`config.mk`:
```
export PLATFORM = sky130hd
export DESIGN_NAME = sar_adc_channel_sequencer
export DESIGN_NICKNAME = d
export VERILOG_FILES = /design/src/core/sar_result_fifo.v /design/src/core/sar_adc_channel_sequencer.v
export VERILOG_INCLUDE_DIRS = /design/src /design/src/core
export SDC_FILE = /design/constraint.sdc
export NUM_CORES = 1
export LEC_CHECK = 0
export BUFFER_PORTS_ARGS = -buffer_cell sky130_fd_sc_hd__buf_2
export CORE_MARGIN = 8
export CORE_UTILIZATION = 40
export DETAILED_ROUTE_END_ITERATION = 8
export SLEW_MARGIN = 20
export SYNTH_ARGS = -nofsm -noshare
export SYNTH_HDL_FRONTEND = slang
export SYNTH_SLANG_ARGS = --single-unit
```
`constraint.sdc`:
```
create_clock -name clk_in -period 3 [get_ports clk_in]
set_clock_uncertainty 0.15 [all_clocks]
set_input_delay 0.3 -clock clk_in [delete_from_list [all_inputs] [get_ports clk_in]]
set_output_delay 0.3 -clock clk_in [all_outputs]
set_load 0.05 [all_outputs]
```
`src/core/sar_seq_defs.vh`:
```
`ifndef SAR_SEQ_DEFS_VH
`define SAR_SEQ_DEFS_VH

// ==========================================================================
// Clocking and conversion timing
`define SEQ_SYS_CLK_MHZ     200
`define SEQ_CONV_MAX_MHZ    18
// Divider rounds up so the conversion clock never exceeds its maximum.
`define SEQ_CONV_DIV        ((`SEQ_SYS_CLK_MHZ + `SEQ_CONV_MAX_MHZ - 1) / `SEQ_CONV_MAX_MHZ)
`define SEQ_CONV_CLKS       18
`define SEQ_RES_BITS        12
`define SEQ_SAMPLE_MIN      (`SEQ_CONV_CLKS - `SEQ_RES_BITS)

// ==========================================================================
// Channels and field layout
`define SEQ_NUM_CH          8
`define SEQ_CH_W            3
`define SEQ_SAMP_W          8

// ==========================================================================
// Reset values
`define SEQ_RST_CODE        12'h000
`define SEQ_RST_CH          3'h0
`define SEQ_RST_SAMP        8'h00

`endif

```
`src/core/sar_result_fifo.v`:
```
module sar_result_fifo #(
	parameter WIDTH = 15,
	parameter DEPTH = 2
) (
	// Clock and reset
	input  wire             clk_in,
	input  wire             rst_in,
	// Fill side
	input  wire             in_valid_in,
	output wire             in_ready_out,
	input  wire [WIDTH-1:0] in_data_in,
	// Drain side
	output wire             out_valid_out,
	input  wire             out_ready_in,
	output wire [WIDTH-1:0] out_data_out
);
	// The front word drives the outputs and a spare word catches one more during a stall.
	// This structure holds at most two entries, whatever DEPTH says.
	reg [WIDTH-1:0] front_q;
	reg [WIDTH-1:0] spare_q;
	reg             front_valid_q;
	reg             spare_valid_q;

	wire push = in_valid_in & in_ready_out;
	wire pop  = out_valid_out & out_ready_in;

	// Valid, ready and data all come from flip-flops, so no path runs straight through.
	assign in_ready_out  = ~spare_valid_q;
	assign out_valid_out = front_valid_q;
	assign out_data_out  = front_q;

	// ==========================================================================
	// Storage
	always @(posedge clk_in) begin
		if (rst_in) begin
			front_q       <= {WIDTH{1'b0}};
			spare_q       <= {WIDTH{1'b0}};
			front_valid_q <= 1'b0;
			spare_valid_q <= 1'b0;
		end else if (pop || !front_valid_q) begin
			if (spare_valid_q) begin
				front_q       <= spare_q;
				front_valid_q <= 1'b1;
				spare_valid_q <= 1'b0;
			end else begin
				front_q       <= in_data_in;
				front_valid_q <= push;
			end
		end else if (push) begin
			spare_q       <= in_data_in;
			spare_valid_q <= 1'b1;
		end
	end
endmodule // sar_result_fifo

```
`src/core/sar_adc_channel_sequencer.v`:
```
`include "sar_seq_defs.vh"

module sar_adc_channel_sequencer #(
	parameter RES_W    = `SEQ_RES_BITS,
	parameter NUM_CH   = `SEQ_NUM_CH,
	parameter CONV_DIV = `SEQ_CONV_DIV
) (
	// Clock and reset
	input  wire                         clk_in,
	input  wire                         rst_in,
	// Control
	input  wire                         start_in,
	input  wire                         stop_in,
	input  wire                         continuous_in,
	input  wire                         deep_sleep_in,
	input  wire                         fw_select_in,
	input  wire [`SEQ_CH_W-1:0]         fw_ch_in,
	input  wire [NUM_CH-1:0]            ch_enable_in,
	input  wire [NUM_CH*`SEQ_SAMP_W-1:0] samp_time_in,
	input  wire [RES_W-1:0]             limit_lo_in,
	input  wire [RES_W-1:0]             limit_hi_in,
	// Analog front end
	input  wire                         cmp_in,
	output reg  [`SEQ_CH_W-1:0]         mux_sel_out,
	output reg                          sample_out,
	output reg  [RES_W-1:0]             dac_out,
	// Status
	output reg                          busy_out,
	output reg                          scan_done_out,
	output reg                          range_irq_out,
	output reg  [`SEQ_CH_W-1:0]         range_ch_out,
	// Per-channel result read
	input  wire [`SEQ_CH_W-1:0]         rd_ch_in,
	output reg  [RES_W-1:0]             rd_data_out,
	// Result stream
	output wire                         res_valid_out,
	input  wire                         res_ready_in,
	output wire [RES_W-1:0]             res_data_out,
	output wire [`SEQ_CH_W-1:0]         res_ch_out
);
	// ==========================================================================
	// States and constants
	localparam ST_IDLE    = 4'b0001;
	localparam ST_SAMPLE  = 4'b0010;
	localparam ST_CONVERT = 4'b0100;
	localparam ST_STORE   = 4'b1000;

	localparam integer DIV_W        = $clog2(CONV_DIV + 1);
	localparam integer SAMPLE_MIN_I = `SEQ_SAMPLE_MIN;
	localparam integer DIV_LAST_I   = CONV_DIV - 1;
	localparam integer CH_LAST_I    = NUM_CH - 1;
	localparam [`SEQ_SAMP_W-1:0] SAMPLE_MIN = SAMPLE_MIN_I[`SEQ_SAMP_W-1:0];
	localparam [DIV_W-1:0]       DIV_LAST   = DIV_LAST_I[DIV_W-1:0];
	localparam [`SEQ_CH_W-1:0]   CH_LAST    = CH_LAST_I[`SEQ_CH_W-1:0];

	reg [3:0]             state_q;
	reg [DIV_W-1:0]       div_q;
	reg [`SEQ_SAMP_W-1:0] samp_cnt_q;
	reg [RES_W-1:0]       bit_q;
	reg [RES_W-1:0]       code_q;
	reg [`SEQ_CH_W-1:0]   ch_q;
	reg [NUM_CH-1:0]      mask_q;
	reg                   fw_mode_q;
	reg [RES_W-1:0]       result_q [0:NUM_CH-1];
	integer               i;

	wire fifo_ready;
	wire tick = (div_q == DIV_LAST);

	// ==========================================================================
	// Helpers
	function [`SEQ_CH_W:0] next_enabled;
		input [NUM_CH-1:0]    mask;
		input [`SEQ_CH_W-1:0] from;
		input                 inclusive;
		integer k;
		reg                   found;
		reg [`SEQ_CH_W-1:0]   idx;
		begin
			found        = 1'b0;
			next_enabled = {1'b0, from};
			for (k = NUM_CH - 1; k >= 0; k = k - 1) begin
				idx = k[`SEQ_CH_W-1:0];
				if (mask[k] && (inclusive ? (idx >= from) : (idx > from))) begin
					found        = 1'b1;
					next_enabled = {1'b1, idx};
				end
			end
			if (!found) begin
				next_enabled = {1'b0, from};
			end
		end
	endfunction

	// Sample length never drops below the floor that keeps a conversion at its clock budget.
	function [`SEQ_SAMP_W-1:0] samp_len;
		input [`SEQ_CH_W-1:0] ch;
		reg [`SEQ_SAMP_W-1:0] t;
		begin
			t        = samp_time_in[ch*`SEQ_SAMP_W +: `SEQ_SAMP_W];
			samp_len = (t < SAMPLE_MIN) ? SAMPLE_MIN : t;
		end
	endfunction

	wire [`SEQ_CH_W:0] first_hit = next_enabled(ch_enable_in, {`SEQ_CH_W{1'b0}}, 1'b1);
	wire [`SEQ_CH_W:0] after_hit = next_enabled(mask_q, ch_q, 1'b0);
	wire [`SEQ_CH_W:0] wrap_hit  = next_enabled(mask_q, `SEQ_RST_CH, 1'b1);
	wire [RES_W-1:0]   final_code = cmp_in ? code_q : (code_q & ~bit_q);
	wire               store_go = (state_q == ST_STORE) & fifo_ready;

	// ==========================================================================
	// Result buffer between the converter and a receiver that may stall
	sar_result_fifo #(
		.WIDTH (RES_W + `SEQ_CH_W),
		.DEPTH (2)
	) u_result_fifo (
		.clk_in        (clk_in),
		.rst_in        (rst_in),
		.in_valid_in   (store_go),
		.in_ready_out  (fifo_ready),
		.in_data_in    ({ch_q, code_q}),
		.out_valid_out (res_valid_out),
		.out_ready_in  (res_ready_in),
		.out_data_out  ({res_ch_out, res_data_out})
	);

	// ==========================================================================
	// Conversion clock divider
	always @(posedge clk_in) begin
		if (rst_in || deep_sleep_in) begin
			div_q <= {DIV_W{1'b0}};
		end else begin
			div_q <= tick ? {DIV_W{1'b0}} : div_q + 1'b1;
		end
	end

	// ==========================================================================
	// Sequencer and successive approximation
	always @(posedge clk_in) begin
		if (rst_in) begin
			state_q       <= ST_IDLE;
			samp_cnt_q    <= `SEQ_RST_SAMP;
			bit_q         <= `SEQ_RST_CODE;
			code_q        <= `SEQ_RST_CODE;
			ch_q          <= `SEQ_RST_CH;
			mask_q        <= {NUM_CH{1'b0}};
			fw_mode_q     <= 1'b0;
			mux_sel_out   <= `SEQ_RST_CH;
			sample_out    <= 1'b0;
			dac_out       <= `SEQ_RST_CODE;
			busy_out      <= 1'b0;
			scan_done_out <= 1'b0;
			range_irq_out <= 1'b0;
			range_ch_out  <= `SEQ_RST_CH;
			rd_data_out   <= `SEQ_RST_CODE;
			for (i = 0; i < NUM_CH; i = i + 1) begin
				result_q[i] <= `SEQ_RST_CODE;
			end
		end else begin
			scan_done_out <= 1'b0;
			range_irq_out <= 1'b0;
			rd_data_out   <= result_q[rd_ch_in];
			if (deep_sleep_in || stop_in) begin
				// The high-speed clock is gone in deep sleep, so any conversion is abandoned.
				state_q    <= ST_IDLE;
				sample_out <= 1'b0;
				busy_out   <= 1'b0;
			end else begin
				case (state_q)
					ST_IDLE: begin
						if (start_in && (fw_select_in || first_hit[`SEQ_CH_W])) begin
							fw_mode_q   <= fw_select_in;
							mask_q      <= ch_enable_in;
							ch_q        <= fw_select_in ? fw_ch_in : first_hit[`SEQ_CH_W-1:0];
							mux_sel_out <= fw_select_in ? fw_ch_in : first_hit[`SEQ_CH_W-1:0];
							samp_cnt_q  <= samp_len(fw_select_in ? fw_ch_in : first_hit[`SEQ_CH_W-1:0]);
							sample_out  <= 1'b1;
							busy_out    <= 1'b1;
							state_q     <= ST_SAMPLE;
						end
					end
					ST_SAMPLE: begin
						if (tick) begin
							if (samp_cnt_q <= 8'h01) begin
								sample_out <= 1'b0;
								bit_q      <= {1'b1, {(RES_W-1){1'b0}}};
								code_q     <= {1'b1, {(RES_W-1){1'b0}}};
								dac_out    <= {1'b1, {(RES_W-1){1'b0}}};
								state_q    <= ST_CONVERT;
							end else begin
								samp_cnt_q <= samp_cnt_q - 1'b1;
							end
						end
					end
					ST_CONVERT: begin
						if (tick) begin
							// One trial bit per conversion clock, most significant first.
							code_q  <= final_code | (bit_q >> 1);
							dac_out <= final_code | (bit_q >> 1);
							bit_q   <= bit_q >> 1;
							if (bit_q[0]) begin
								code_q  <= final_code;
								dac_out <= final_code;
								state_q <= ST_STORE;
							end
						end
					end
					ST_STORE: begin
						// When the buffer has room, the store takes one system clock inside a conversion clock period,
						// so the next sample still begins on the very next conversion tick.
						if (fifo_ready) begin
							result_q[ch_q] <= code_q;
							if ((code_q < limit_lo_in) || (code_q > limit_hi_in)) begin
								range_irq_out <= 1'b1;
								range_ch_out  <= ch_q;
							end
							if (fw_mode_q) begin
								state_q  <= ST_IDLE;
								busy_out <= 1'b0;
							end else if (after_hit[`SEQ_CH_W] && (ch_q != CH_LAST)) begin
								ch_q        <= after_hit[`SEQ_CH_W-1:0];
								mux_sel_out <= after_hit[`SEQ_CH_W-1:0];
								samp_cnt_q  <= samp_len(after_hit[`SEQ_CH_W-1:0]);
								sample_out  <= 1'b1;
								state_q     <= ST_SAMPLE;
							end else begin
								scan_done_out <= 1'b1;
								if (continuous_in) begin
									ch_q        <= wrap_hit[`SEQ_CH_W-1:0];
									mux_sel_out <= wrap_hit[`SEQ_CH_W-1:0];
									samp_cnt_q  <= samp_len(wrap_hit[`SEQ_CH_W-1:0]);
									sample_out  <= 1'b1;
									state_q     <= ST_SAMPLE;
								end else begin
									state_q  <= ST_IDLE;
									busy_out <= 1'b0;
								end
							end
						end
					end
					default: begin
						state_q    <= ST_IDLE;
						sample_out <= 1'b0;
						busy_out   <= 1'b0;
					end
				endcase
			end
		end
	end
endmodule // sar_adc_channel_sequencer

```
# [Yosys cells after proc, flatten, opt, wreduce, memory -nomap -nowiden]
# Memories as Yosys holds them, arrays and structs flattened. A register that Yosys moved wholly into a read port is not among the register bits.
# Cells that the tools add are included.
[totals] memories=1 ramBits=96 regBits=91 elab_cells=215 in_bits=111 out_inout_bits=50 mem_bits_ro=0 latch_bits=0
[classes] n_lt_le_gt_ge=14 mul=0 addsub=2 mux=114 n_eq_ne=17 n_bitwise=12 n_reduce_logical=35 shift=3 div_mod_pow=0
[mem_list] name="result_q" words=8 word_bits=12 rd=1 rd_clocked_by_memory_dff=1 wr=8 line="sar_adc_channel_sequencer.v:64" source="reg [RES_W-1:0] result_q [0:NUM_CH-1];"
[ops] operator="variable part select 64 x 7 -> 8 bit" n=3
[ops] operator="2-to-1 mux 4 bit" n=24
[ops] operator="2-to-1 mux 12 bit" n=7
[ops] operator="2-to-1 mux 8 bit" n=10
[ops] operator="2-to-1 mux 3 bit" n=16
[ops] operator="one-hot mux 12 bit (2 select lines)" n=2
[ops] operator="2-to-1 mux 1 bit" n=46
[ops] operator="less-than comparator 8 x 3 -> 1 bit, second input constant" n=3
[ops] operator="one-hot mux 8 bit (3 select lines)" n=1
[ops] operator="inequality test 2 bit, second input constant" n=8
[ops] operator="one-hot mux 4 bit (4 select lines)" n=1
[ops] operator="2-to-1 mux 15 bit" n=1
[ops] operator="bitwise AND 12 bit" n=1
[ops] operator="> comparator 12 bit" n=1
[ops] operator="> comparator 3 bit, first input constant" n=4
[ops] operator="less-than comparator 12 bit" n=1
[ops] operator="NOT 12 bit" n=1
[ops] operator="OR 12 x 11 -> 12 bit" n=1
[ops] operator="AND reduction 6 bit" n=2
[ops] operator="OR reduction 12 bit" n=1
[ops] operator="logical AND 1 bit" n=10
[ops] operator="AND reduction 5 bit" n=2
[ops] operator="inequality test 3 bit, second input constant" n=3
[ops] operator="equality test 4 bit, second input constant" n=2
[ops] operator="other kinds (27)" n=46

# [Longest topological paths before layout]
# Gate-level depths: netlist of the first run.
[logic_depth] ltp_word=18 depth_mapped=13 depth_no_buf=11

# [Hierarchy]
# Synthesis of the first run repeated with hierarchy kept, for this count alone.
[unflattened] cells_unflattened=1205 hier_area_um2=12060.3
[modules_own_cells] module="sar_adc_channel_sequencer" area_each_um2=10562.6 n_inst=1 seq_area_each_um2=4304.1 cells_each=1063
[modules_own_cells] module="sar_result_fifo" area_each_um2=1497.7 n_inst=1 seq_area_each_um2=640.6 cells_each=142

# [Worst setup path before layout of the first run]
# No wires, ideal clock.
[synth_timing] path_type="reg2reg" start="register ch_q[2]" end="register samp_cnt_q[0]" required_ns=2.720 setup_time_ns=0.130 stages_incl_launch_ff=11 period_less_slack_ns=3.053 path_buffers=2 setup_slack_ns=-0.053 arrival_ns=2.773 path_cell_list="dfxtp_1 -> buf_2 -> and2_1 -> a211oi_1 -> o31ai_1 -> buf_2 -> mux4_2 -> mux2i_1 -> nand4_1 -> o2111ai_1 -> a311oi_1"
[synth_via] elab_chain_len=18 elab_cells_between_ends=44 cone_classes="9 x order compare; 2 x eq/ne; 1 x shift; 22 x mux; 10 x reduce/logical"
[synth_lines] element="start, declared" line="sar_adc_channel_sequencer.v:61" source="reg [`SEQ_CH_W-1:0] ch_q;"
[synth_lines] element="start signal, assigned" line="sar_adc_channel_sequencer.v:145" source="ch_q <= `SEQ_RST_CH;"
[synth_lines] element="start signal, assigned" line="sar_adc_channel_sequencer.v:174" source="ch_q <= fw_select_in ? fw_ch_in : first_hit[`SEQ_CH_W-1:0];"
[synth_lines] element="start signal, assigned" line="sar_adc_channel_sequencer.v:221" source="ch_q <= after_hit[`SEQ_CH_W-1:0];"
[synth_lines] element="> comparator 3 bit" line="sar_adc_channel_sequencer.v:84" source="if (mask[k] && (inclusive ? (idx >= from) : (idx > from))) begin"
[synth_lines] element="logical AND 1 bit" line="sar_adc_channel_sequencer.v:84"
[synth_lines] element="2-to-1 mux 4 bit or 2-to-1 mux 1 bit (tied branches) (8 in a row)" line="sar_adc_channel_sequencer.v:84"
[synth_lines] element="2-to-1 mux 4 bit" line="sar_adc_channel_sequencer.v:89" source="if (!found) begin"
[synth_lines] element="variable part select 64 x 7 -> 8 bit" line="sar_adc_channel_sequencer.v:100" source="t = samp_time_in[ch*`SEQ_SAMP_W +: `SEQ_SAMP_W];"
[synth_lines] element="less-than comparator 8 x 3 -> 1 bit" line="sar_adc_channel_sequencer.v:101" source="samp_len = (t < SAMPLE_MIN) ? SAMPLE_MIN : t;"
[synth_lines] element="2-to-1 mux 8 bit" line="sar_adc_channel_sequencer.v:101"
[synth_lines] element="2-to-1 mux 8 bit" line="sar_adc_channel_sequencer.v:220" source="end else if (after_hit[`SEQ_CH_W] && (ch_q != CH_LAST)) begin"
[synth_lines] element="2-to-1 mux 8 bit" line="sar_adc_channel_sequencer.v:217" source="if (fw_mode_q) begin"
[synth_lines] element="2-to-1 mux 8 bit" line="sar_adc_channel_sequencer.v:211" source="if (fifo_ready) begin"
[synth_lines] element="one-hot mux 8 bit (3 select lines)" line="sar_adc_channel_sequencer.v:169" source="case (state_q)"
[synth_lines] element="end signal, assigned" line="sar_adc_channel_sequencer.v:176" source="samp_cnt_q <= samp_len(fw_select_in ? fw_ch_in : first_hit[`SEQ_CH_W-1:0]);"
[synth_lines] element="end signal, assigned" line="sar_adc_channel_sequencer.v:223" source="samp_cnt_q <= samp_len(after_hit[`SEQ_CH_W-1:0]);"
[synth_lines] element="end signal, assigned" line="sar_adc_channel_sequencer.v:231" source="samp_cnt_q <= samp_len(wrap_hit[`SEQ_CH_W-1:0]);"
[synth_lines] element="end, declared" line="sar_adc_channel_sequencer.v:58" source="reg [`SEQ_SAMP_W-1:0] samp_cnt_q;"
# Parallel ways exist; a longest one is shown, timed or not. The select of a mux whose other input is x is not followed.
# A chain may end at the register's enable or synchronous reset.

# [Final worst setup path of the first run]
[layout_timing] start="register mask_q[7]" end="register samp_cnt_q[2]"
[layout_via] elab_chain_len=17 elab_cells_between_ends=49 cone_classes="2 x order compare; 1 x eq/ne; 2 x shift; 41 x mux; 3 x reduce/logical"
[layout_lines] element="start, declared" line="sar_adc_channel_sequencer.v:62" source="reg [NUM_CH-1:0] mask_q;"
[layout_lines] element="start signal, assigned" line="sar_adc_channel_sequencer.v:146" source="mask_q <= {NUM_CH{1'b0}};"
[layout_lines] element="start signal, assigned" line="sar_adc_channel_sequencer.v:173" source="mask_q <= ch_enable_in;"
[layout_lines] element="2-to-1 mux 3 bit (tied with other cells) (8 in a row)" line="sar_adc_channel_sequencer.v:84"
[layout_lines] element="2-to-1 mux 3 bit (tied with other cells)" line="sar_adc_channel_sequencer.v:89"
[layout_lines] element="variable part select 64 x 7 -> 8 bit or 2-to-1 mux 4 bit (tied branches)" line="sar_adc_channel_sequencer.v:100, sar_adc_channel_sequencer.v:89"
[layout_lines] element="less-than comparator 8 x 3 -> 1 bit or variable part select 64 x 7 -> 8 bit (tied branches)" line="sar_adc_channel_sequencer.v:101, sar_adc_channel_sequencer.v:100"
[layout_lines] element="2-to-1 mux 8 bit or less-than comparator 8 x 3 -> 1 bit (tied branches)" line="sar_adc_channel_sequencer.v:101"
[layout_lines] element="2-to-1 mux 8 bit, on equally long branches" line="sar_adc_channel_sequencer.v:228, sar_adc_channel_sequencer.v:101"
[layout_lines] element="2-to-1 mux 8 bit" line="sar_adc_channel_sequencer.v:220"
[layout_lines] element="2-to-1 mux 8 bit" line="sar_adc_channel_sequencer.v:217"
[layout_lines] element="2-to-1 mux 8 bit" line="sar_adc_channel_sequencer.v:211"
[layout_lines] element="one-hot mux 8 bit (3 select lines)" line="sar_adc_channel_sequencer.v:169"
# Parallel ways exist; a longest one is shown, timed or not. The select of a mux whose other input is x is not followed.

==> results of run 1 <==
[path summary, 6_finish.rpt]
check	slack, ns	cells past startpoint	to
max	0.1	8	samp_cnt_q[2]$_SDFFE_PP0P_
min	0.04	3	mask_q[0]$_SDFFE_PP0P_
max reg2reg	0.1	8	samp_cnt_q[2]$_SDFFE_PP0P_
min reg2reg	0.30	1	div_q[0]$_SDFF_PP0_
[cell type report]
type | instances | area [µm²]
fill | 2714 | 14600
multi-input combinational | 840 | 6120
sequential | 199 | 4950
timing repair buffer | 259 | 1690
tap | 384 | 480
clock buffer | 17 | 425
clock inverter | 15 | 178
inverter | 35 | 131
[stage by stage]
step	std cells	util, %	instance area (µm²)
finish	1749	48.9	14000
CTS	1749	48.9	14000
detailed placement	1717	46.8	13400
global route	1749	48.9	14000
global placement	1717	46.8	13400
floorplan	1162	-	11500
[registers in the layout, summed over array words and instances (netlist names), 3 cells and up]
register,cells
bit_q,12
ch_q,3
code_q,12
div_q,4
mask_q,8
range_ch_out,3
rd_data_out,12
result_q,96
samp_cnt_q,8
state_q,4
u_result_fifo.out_data_out,15
u_result_fifo.spare_q,15
[cell usage in the layout, fill, tap and decap left out, types with 14 or more instances in the layout]
cell and instances:
sky130_fd_sc_hd__inv_1 34, sky130_fd_sc_hd__a211oi_1 27, sky130_fd_sc_hd__o21ai_0 18, sky130_fd_sc_hd__edfxtp_1 96
sky130_fd_sc_hd__mux2i_1 102, sky130_fd_sc_hd__and2_1 91, sky130_fd_sc_hd__nand2_1 95, sky130_fd_sc_hd__mux2_2 33
sky130_fd_sc_hd__buf_2 159, sky130_fd_sc_hd__mux4_2 32, sky130_fd_sc_hd__buf_4 88, sky130_fd_sc_hd__nand3_1 14
sky130_fd_sc_hd__clkbuf_16 17, sky130_fd_sc_hd__a21oi_1 53, sky130_fd_sc_hd__nor3_1 25, sky130_fd_sc_hd__nor2_1 133
sky130_fd_sc_hd__a22oi_1 17, sky130_fd_sc_hd__dfxtp_1 100, sky130_fd_sc_hd__nand2b_1 16, sky130_fd_sc_hd__ha_1 26
[power by group through the flow]
stage / registers, µW / logic [µW] / clock network (µW)
final: 2950 / 1280 / 2360
after detailed placement: 3020 / 1270 / 0
after CTS: 2950 / 1270 / 2390
after floorplan: 3060 / 745 / 0
after global routing: 2960 / 1370 / 2510
after global placement: 3010 / 1260 / 0
[routing by layer]
layer	vias to the layer above	share of wire [%]	wire length (µm)	GRT usage, %
li1	4600	-	-	-
met3	70	4.4	1460	3.46
met2	275	51	17000	34.0
met1	4592	41	13800	23.4
met4	0	3.2	1070	7.62
met5	-	0	0	0
[synthesized netlist by cell type (all sizes together), types with 26 or more instances]
library cell and count:
a211oi 29, a21oi 53, and2 91, buf 28, clkbuf 60, dfxtp 103, edfxtp 96, ha 26
inv 34, mux2 33, mux2i 102, mux4 32, nand2 96, nor2 134, o21ai 27
[worst min-delay path, delay by kind of cell]
family / cells / cell delay [ns]
mux: 1 / 0.08
buf+inv: 1 / 0.14
simple gates: 1 / 0.07
[kinds of logic after synthesis]
group / share of synthesized area [%]
AND/OR/NAND/NOR: 18.9
AO/OA/AOI/OAI: 12.0
flip-flops: 43.0
multiplexers: 18.4
buffers and inverters: 4.34
adder cells (fa/ha/maj): 2.83
XOR/XNOR: 0.609
[repair_timing]
action | 4_1_cts | 5_1_grt
gates resized for setup | 2 | 4
hold buffers | 0 | 0
buffers inserted | 0 | 0
setup endpoints to repair | 5 | 17
==> reports/results.txt, run 1 <==
The setup TNS was 0 ns. The worst path needs 2.90 ns of the cycle, external delays included. Data required time at the worst endpoint: 3.23 ns. Port buffering added 160 buffers. The share of flip-flops with an asynchronous set or reset after synthesis works out to 0%. The worst setup slack after layout was 0.0988 ns; the relative area change from synthesis to final layout was 21.4%.

In this run the standard cell core region covers 28500 µm². The first-pass GRT wire length is 51800 µm, and the per-instance average area after synthesis is 9.91 µm². Along the worst path, the maximum fanout reaches 5. Counting flops and latches in the post-synthesis netlist gives 199.

For the pin with the worst max-slew slack, the measured transition is 1.08 ns. The aggregate global-route resource usage came out at 19.4%. The tools report the final count of hold timing violations as 0. The startpoint identified for the worst register-to-register timing path is mask_q[7]$_SDFFE_PP0P_.

The run finished with clean final reports. The portion of total power attributed to combinational logic is 19.4%. Layout net count: 1489. By area the synthesized netlist is led by sky130_fd_sc_hd__edfxtp_1 25%, sky130_fd_sc_hd__dfxtp_1 18%, sky130_fd_sc_hd__mux2i_1 8.9%. The number of different library cells used by synthesis comes to 74.

The peak supply drop was 0.351 mV. The proportion of power drawn by the clock network was 35.8%. The aggregate global routing overflow is 0.

The tools report the floorplan die area as 34500 µm². For the signal arrival time at the worst endpoint, the log shows 3.13 ns. The worst hold margin is 0.0374 ns, and the delay of the slowest cell on the worst path is 0.59 ns.

Dominant cell type by area after synthesis: sky130_fd_sc_hd__edfxtp_1. From bottom edge to top edge, the die measures 186 µm. The master of the slowest instance on the critical path is sky130_fd_sc_hd__or4_1. STA classifies the critical path endpoint as a flop. For this design the top-level I/O count stands at 161. For the number of antenna violations at the first check in global routing, the log shows 0. After clock tree synthesis, the clock-pin slew on the worst setup and hold paths is 0.08 ns. The timing startpoint of the critical path is mask_q[7]$_SDFFE_PP0P_.

STA classifies the critical path startpoint as a flop. The analysis attributes to net switching a power of 1960 µW. Static timing analysis puts the maximum clock frequency at 345 MHz. The later pin in the worst-skew pair is clocked with a latency of 0.45 ns. The CTS buffer count is 17. The type of the tightest min-delay check was in -> reg. The via density per instance was 5.45. TritonCTS built the clock tree. The via count of the first global-routing pass was 9512; the total power of the final layout was 6590 µW.

Net switching is 29.8% of the power. For this design, the sink count on the clock tree is 199. Sequential elements use 43.0% of the synthesized area. For the number of inserted diodes, the log shows 0. The count of yosys warnings during synthesis came out at 0. The cell area after technology mapping was 11500 µm²; the number of flops mapped to enable cells by yosys was 96.

After legalization and detailed placement, the total HPWL measured 24900 µm. The tools report the final count of negative-setup-slack endpoints as 0. The count of final max-slew check failures was 0; the number of violations reported at the end of detailed-routing iteration 0 was 742. Type of the worst setup path: reg -> reg. Maximum number of pins on one net before global-route repair: 63. The number of buffers and inverters on the critical path is 0.

The critical path goes through or4_1, nand3_2, mux4_2, mux2_2, nor3_1, nand3_1, o2111ai_1, a41o_1. The floorplan has 62 rows. The run gives 4630 µW as the internal power of the cells. The tree is rooted in a sky130_fd_sc_hd__clkbuf_16. The most used flip-flop cell after synthesis is sky130_fd_sc_hd__dfxtp_1.

Sequential cells account for 44.8% of the total power. The tools report the origin of the worst min-delay path as ch_enable_in[0]. Synthesis produced a netlist whose cell count is 1162. The initial utilization of the core area, before any placement, comes to 40.3%.

Detailed routing inserted a total of 9537 vias. Prior to clock tree synthesis, the placed netlist has a worst setup slack of -0.146 ns. The post-route DRC violation count is 0. The family of cells with the greatest summed delay on the critical path is simple AND/OR/NAND/NOR gates. In this run the deepest clock path goes through 2 buffers. Across the run, the number of max-cap violations was 0. The final RePlAce weighted congestion is 0.921, and the remaining antenna violation count is 0.

The run gives 5 as the number of detailed-route iterations in the first pass. Setup repair after global routing left no endpoint under its margin. H-tree depth reported by CTS: 4. For this design the ratio of total power to cell area is 472 nW/µm². Cells with a size suffix above 1 make up 29.0% of the layout. After detailed routing, the average wire length per cell comes to 19.1 µm.

For the net count after synthesis, the log shows 1299. The top-area cell type share of the netlist area was 25.0%. The static leakage is 0.00582 µW, and the overall die width is 186 µm. Total wire length after detailed routing: 33400 µm. The worst pin sits at a relative slew slack of 27.3%.

Period utilization: 96.7%.
Note: power is estimated with default switching activity, not from simulation.
==> inputs of run 2 (changes only) <==
MAX_ROUTING_LAYER = met4   (was not set)
PLACE_DENSITY = 0.63   (was not set)
==> run 2 against run 1 <==
Net effect: critical path depth did not move; combinational power about the same; clock-buffer cell count stayed put; routed wire length rose by 0.65%; utilization barely moved; power down 1.5%; sequential cell count stayed put; largest power group unchanged; design area about the same; critical path type unchanged; via count is 0.23% lower; hold slack got worse by 0.0048 ns; worst setup slack lost 0.037 ns.
==> reports/results.txt, run 2 (synthesis gave the netlist of run 1 again) <==
The logs give 0.06 ns for the reg-to-reg setup timing slack and 17 for the CTS buffer count. The clock period minus final worst setup slack is 2.94 ns. At the pin with the least slew margin, the transition time is 0.767 ns.

Per report_power, the clock group accounts for 34.4% of the total. The startpoint type of the worst setup path is a flop. The delay of the slowest cell on the worst path is 0.55 ns, and the number of port buffers is 160. For the static leakage, the log shows 0.00583 µW. Derived from the worst setup path, the maximum achievable clock frequency is 340 MHz. The run gives 52500 µm as the first-pass GRT wire length.

The tools report the clock root buffer as sky130_fd_sc_hd__clkbuf_16. The run gives 20.0% as the aggregate global-route resource usage. The clock latency reported for the late side of the worst-skew pair is 0.44 ns. The number of maximum-capacitance violations came out at 0. Of the cells placed in the final design, the portion with a size suffix greater than 1 is 29.7%. The tools report the final count of hold timing violations as 0. Setup repair after global routing could not meet its margin everywhere. The worst register-to-register path begins at samp_cnt_q[2]$_SDFFE_PP0P_. The effective utilization at floorplan was 40.3%; the floorplan die height was 186 µm.

The share of the core filled with cells was 49.0%. The run gives 0 as the aggregate global routing overflow. The final RePlAce weighted congestion was 0.969. The critical path capture point type is a flop. TritonCTS built the clock tree.

Of all nets on the critical path, the largest fanout is 6. The slowest stage of the critical path belongs to the cell sky130_fd_sc_hd__or4_4. Cell internal power was estimated by the tool at 4610 µW. The number of antenna violations at the first check in global routing is 0.

Register clock-pin slew on the reported worst setup and hold paths: 0.08 ns. Combinational logic burns 20.1% of the power. For the worst setup path, the data arrival time is 3.08 ns. The overall die width is 186 µm. Adding up every negative setup slack in the final design gives 0 ns. In this run the tightest slew margin relative to its limit is 48.7%. The run gives 0 as the final count of negative-setup-slack endpoints. In this run the power density over the cells is 464 nW/µm².

The tools report the via count of the first global-routing pass as 9498. Compared with the post-synthesis result, the final layout area differs by 21.4%. The switching portion of total power is 29.0%, and the total wire length after detailed routing is 33600 µm. Dominant cell type by count on the critical path: sky130_fd_sc_hd__or4_4. Summed over all nets, the switching power comes to 1890 µW. The run gives 45.5% as the relative contribution of sequential cells to total power. The worst hold margin is 0.0326 ns.

Flip-flop count of the largest register after layout: 96. The register with the most flip-flops in the final layout is result_q. Of the available clock period, the critical path in the final layout requires 98.0%. The number of detailed-route iterations in the first pass was 6. The detail route stage leaves a number of antenna-violating nets equal to 0. The number of cells on the critical path is 8. In the layout the commonest cells are 159 x sky130_fd_sc_hd__buf_2, 133 x sky130_fd_sc_hd__nor2_1, 103 x sky130_fd_sc_hd__buf_4. The most critical setup path has its startpoint at samp_cnt_q[2]$_SDFFE_PP0P_. For this block, the via count after detailed routing is 9515. No sink is reached through more buffers than the 2 on the longest clock path.

The number of filler instances in the final layout is 2725, and the post-route DRC violation count is 0. The logs give 66 for the maximum number of pins on one net before global-route repair and 28500 µm² for the total core area. The routed wirelength normalized by instance count was 19.1 µm. STA puts the critical path data required time at 3.14 ns.

The H-tree depth reported by CTS came out at 4. VDD sags by at most 0.390 mV. In the routed layout, each cell is associated on average with a via count of 5.41. The floorplan step defined a die boundary enclosing 34500 µm². Leaving out fill and tap cells, the most frequent cell in the layout is sky130_fd_sc_hd__buf_2. The kind of cell with the highest combined delay along the critical path is simple AND/OR/NAND/NOR gates. Counting both buffers and inverters, the worst setup path holds a total of 0.

For the number of inserted diodes, the log shows 0. The layout net count was 1500. The floorplan has 62 rows. The critical path ends at bit_q[8]$_SDFFE_PP0P_.

The type of the tightest min-delay check was in -> reg. The clock drives 199 sinks. The destination of the worst register-to-register timing path is bit_q[8]$_SDFFE_PP0P_. Summed over all nets, the half-perimeter wirelength after detailed placement is 24800 µm. The critical path is of the reg -> reg type.

The critical path goes through or4_4, or4_4, o21ai_4, o21ai_2, or3_4, or2_2, a22oi_1, nor2_1. The number of cells on the worst reg-to-reg path works out to 8. 161 I/O pins were placed.

The design draws 6490 µW. The first routing iteration left 711 violations. Count of final max-slew check failures: 0. The run finished with clean final reports.
run 2: metal layers:
metal  up-vias  part of all wire [%]  track usage (%)
li1       4611                     -                -
met1      4550                    44             25.3
met2       309                    49             33.2
met3        45                   4.7             2.54
met4         0                   2.1             5.78
met5         -                     0                -
run 2: repair_timing:
action / CTS / global route
gates resized for setup: 1 / 12
pin swaps: 0 / 7
gates cloned: 0 / 1
endpoints found under the hold margin: 2 / 0
hold buffers: 2 / 0
endpoints found under the setup margin: 2 / 12
setup buffers: 0 / 2
run 2: how the worst min path moves through the flow:
stage / startpoint / to / slack (ns) / cells after the start
floorplan: div_q[0]$_SDFF_PP0_ / div_q[0]$_SDFF_PP0_ / 0.27 / 1
global placement: div_q[0]$_SDFF_PP0_ / div_q[0]$_SDFF_PP0_ / 0.28 / 1
detailed placement: div_q[0]$_SDFF_PP0_ / div_q[0]$_SDFF_PP0_ / 0.29 / 1
CTS: ch_enable_in[4] / mask_q[4]$_SDFFE_PP0P_ / 0.01 / 3
global route: ch_enable_in[2] / mask_q[2]$_SDFFE_PP0P_ / 0.02 / 3
finish: ch_enable_in[4] / mask_q[4]$_SDFFE_PP0P_ / 0.03 / 3
run 2: worst min-delay path: stages:
cell and delay [ns]:
sky130_fd_sc_hd__buf_2 0.12, sky130_fd_sc_hd__mux2i_1 0.08, sky130_fd_sc_hd__nor2_1 0.08
run 2: cell type report:
type | count | area (µm²) | area share (%)
clock buffer | 17 | 425 | 3.04
sequential | 199 | 4950 | 35.4
clock inverter | 15 | 148 | 1.06
inverter | 35 | 131 | 0.940
multi-input combinational | 841 | 6170 | 44.1
tap | 384 | 480 | 3.44
timing repair buffer | 269 | 1680 | 12.0
run 2: through the flow:
stage / cell area (µm²) / setup slack [ns] / instances
2_1_floorplan: 11500 / 0.0240 / 1162
3_3_place_gp: 13300 / -0.115 / 1723
3_5_place_dp: 13300 / -0.127 / 1723
4_1_cts: 13900 / 0.0480 / 1757
5_1_grt: 14000 / -0.0115 / 1760
6_report: 14000 / 0.0614 / 1760
run 2: power by group through the flow:
stage               registers [µW]  logic [µW]  clock network, µW
floorplan                     3060         745                  0
global placement              3010        1260                  0
detailed placement            3020        1270                  0
CTS                           2950        1280               2270
global route                  2960        1400               2380
finish                        2950        1310               2230
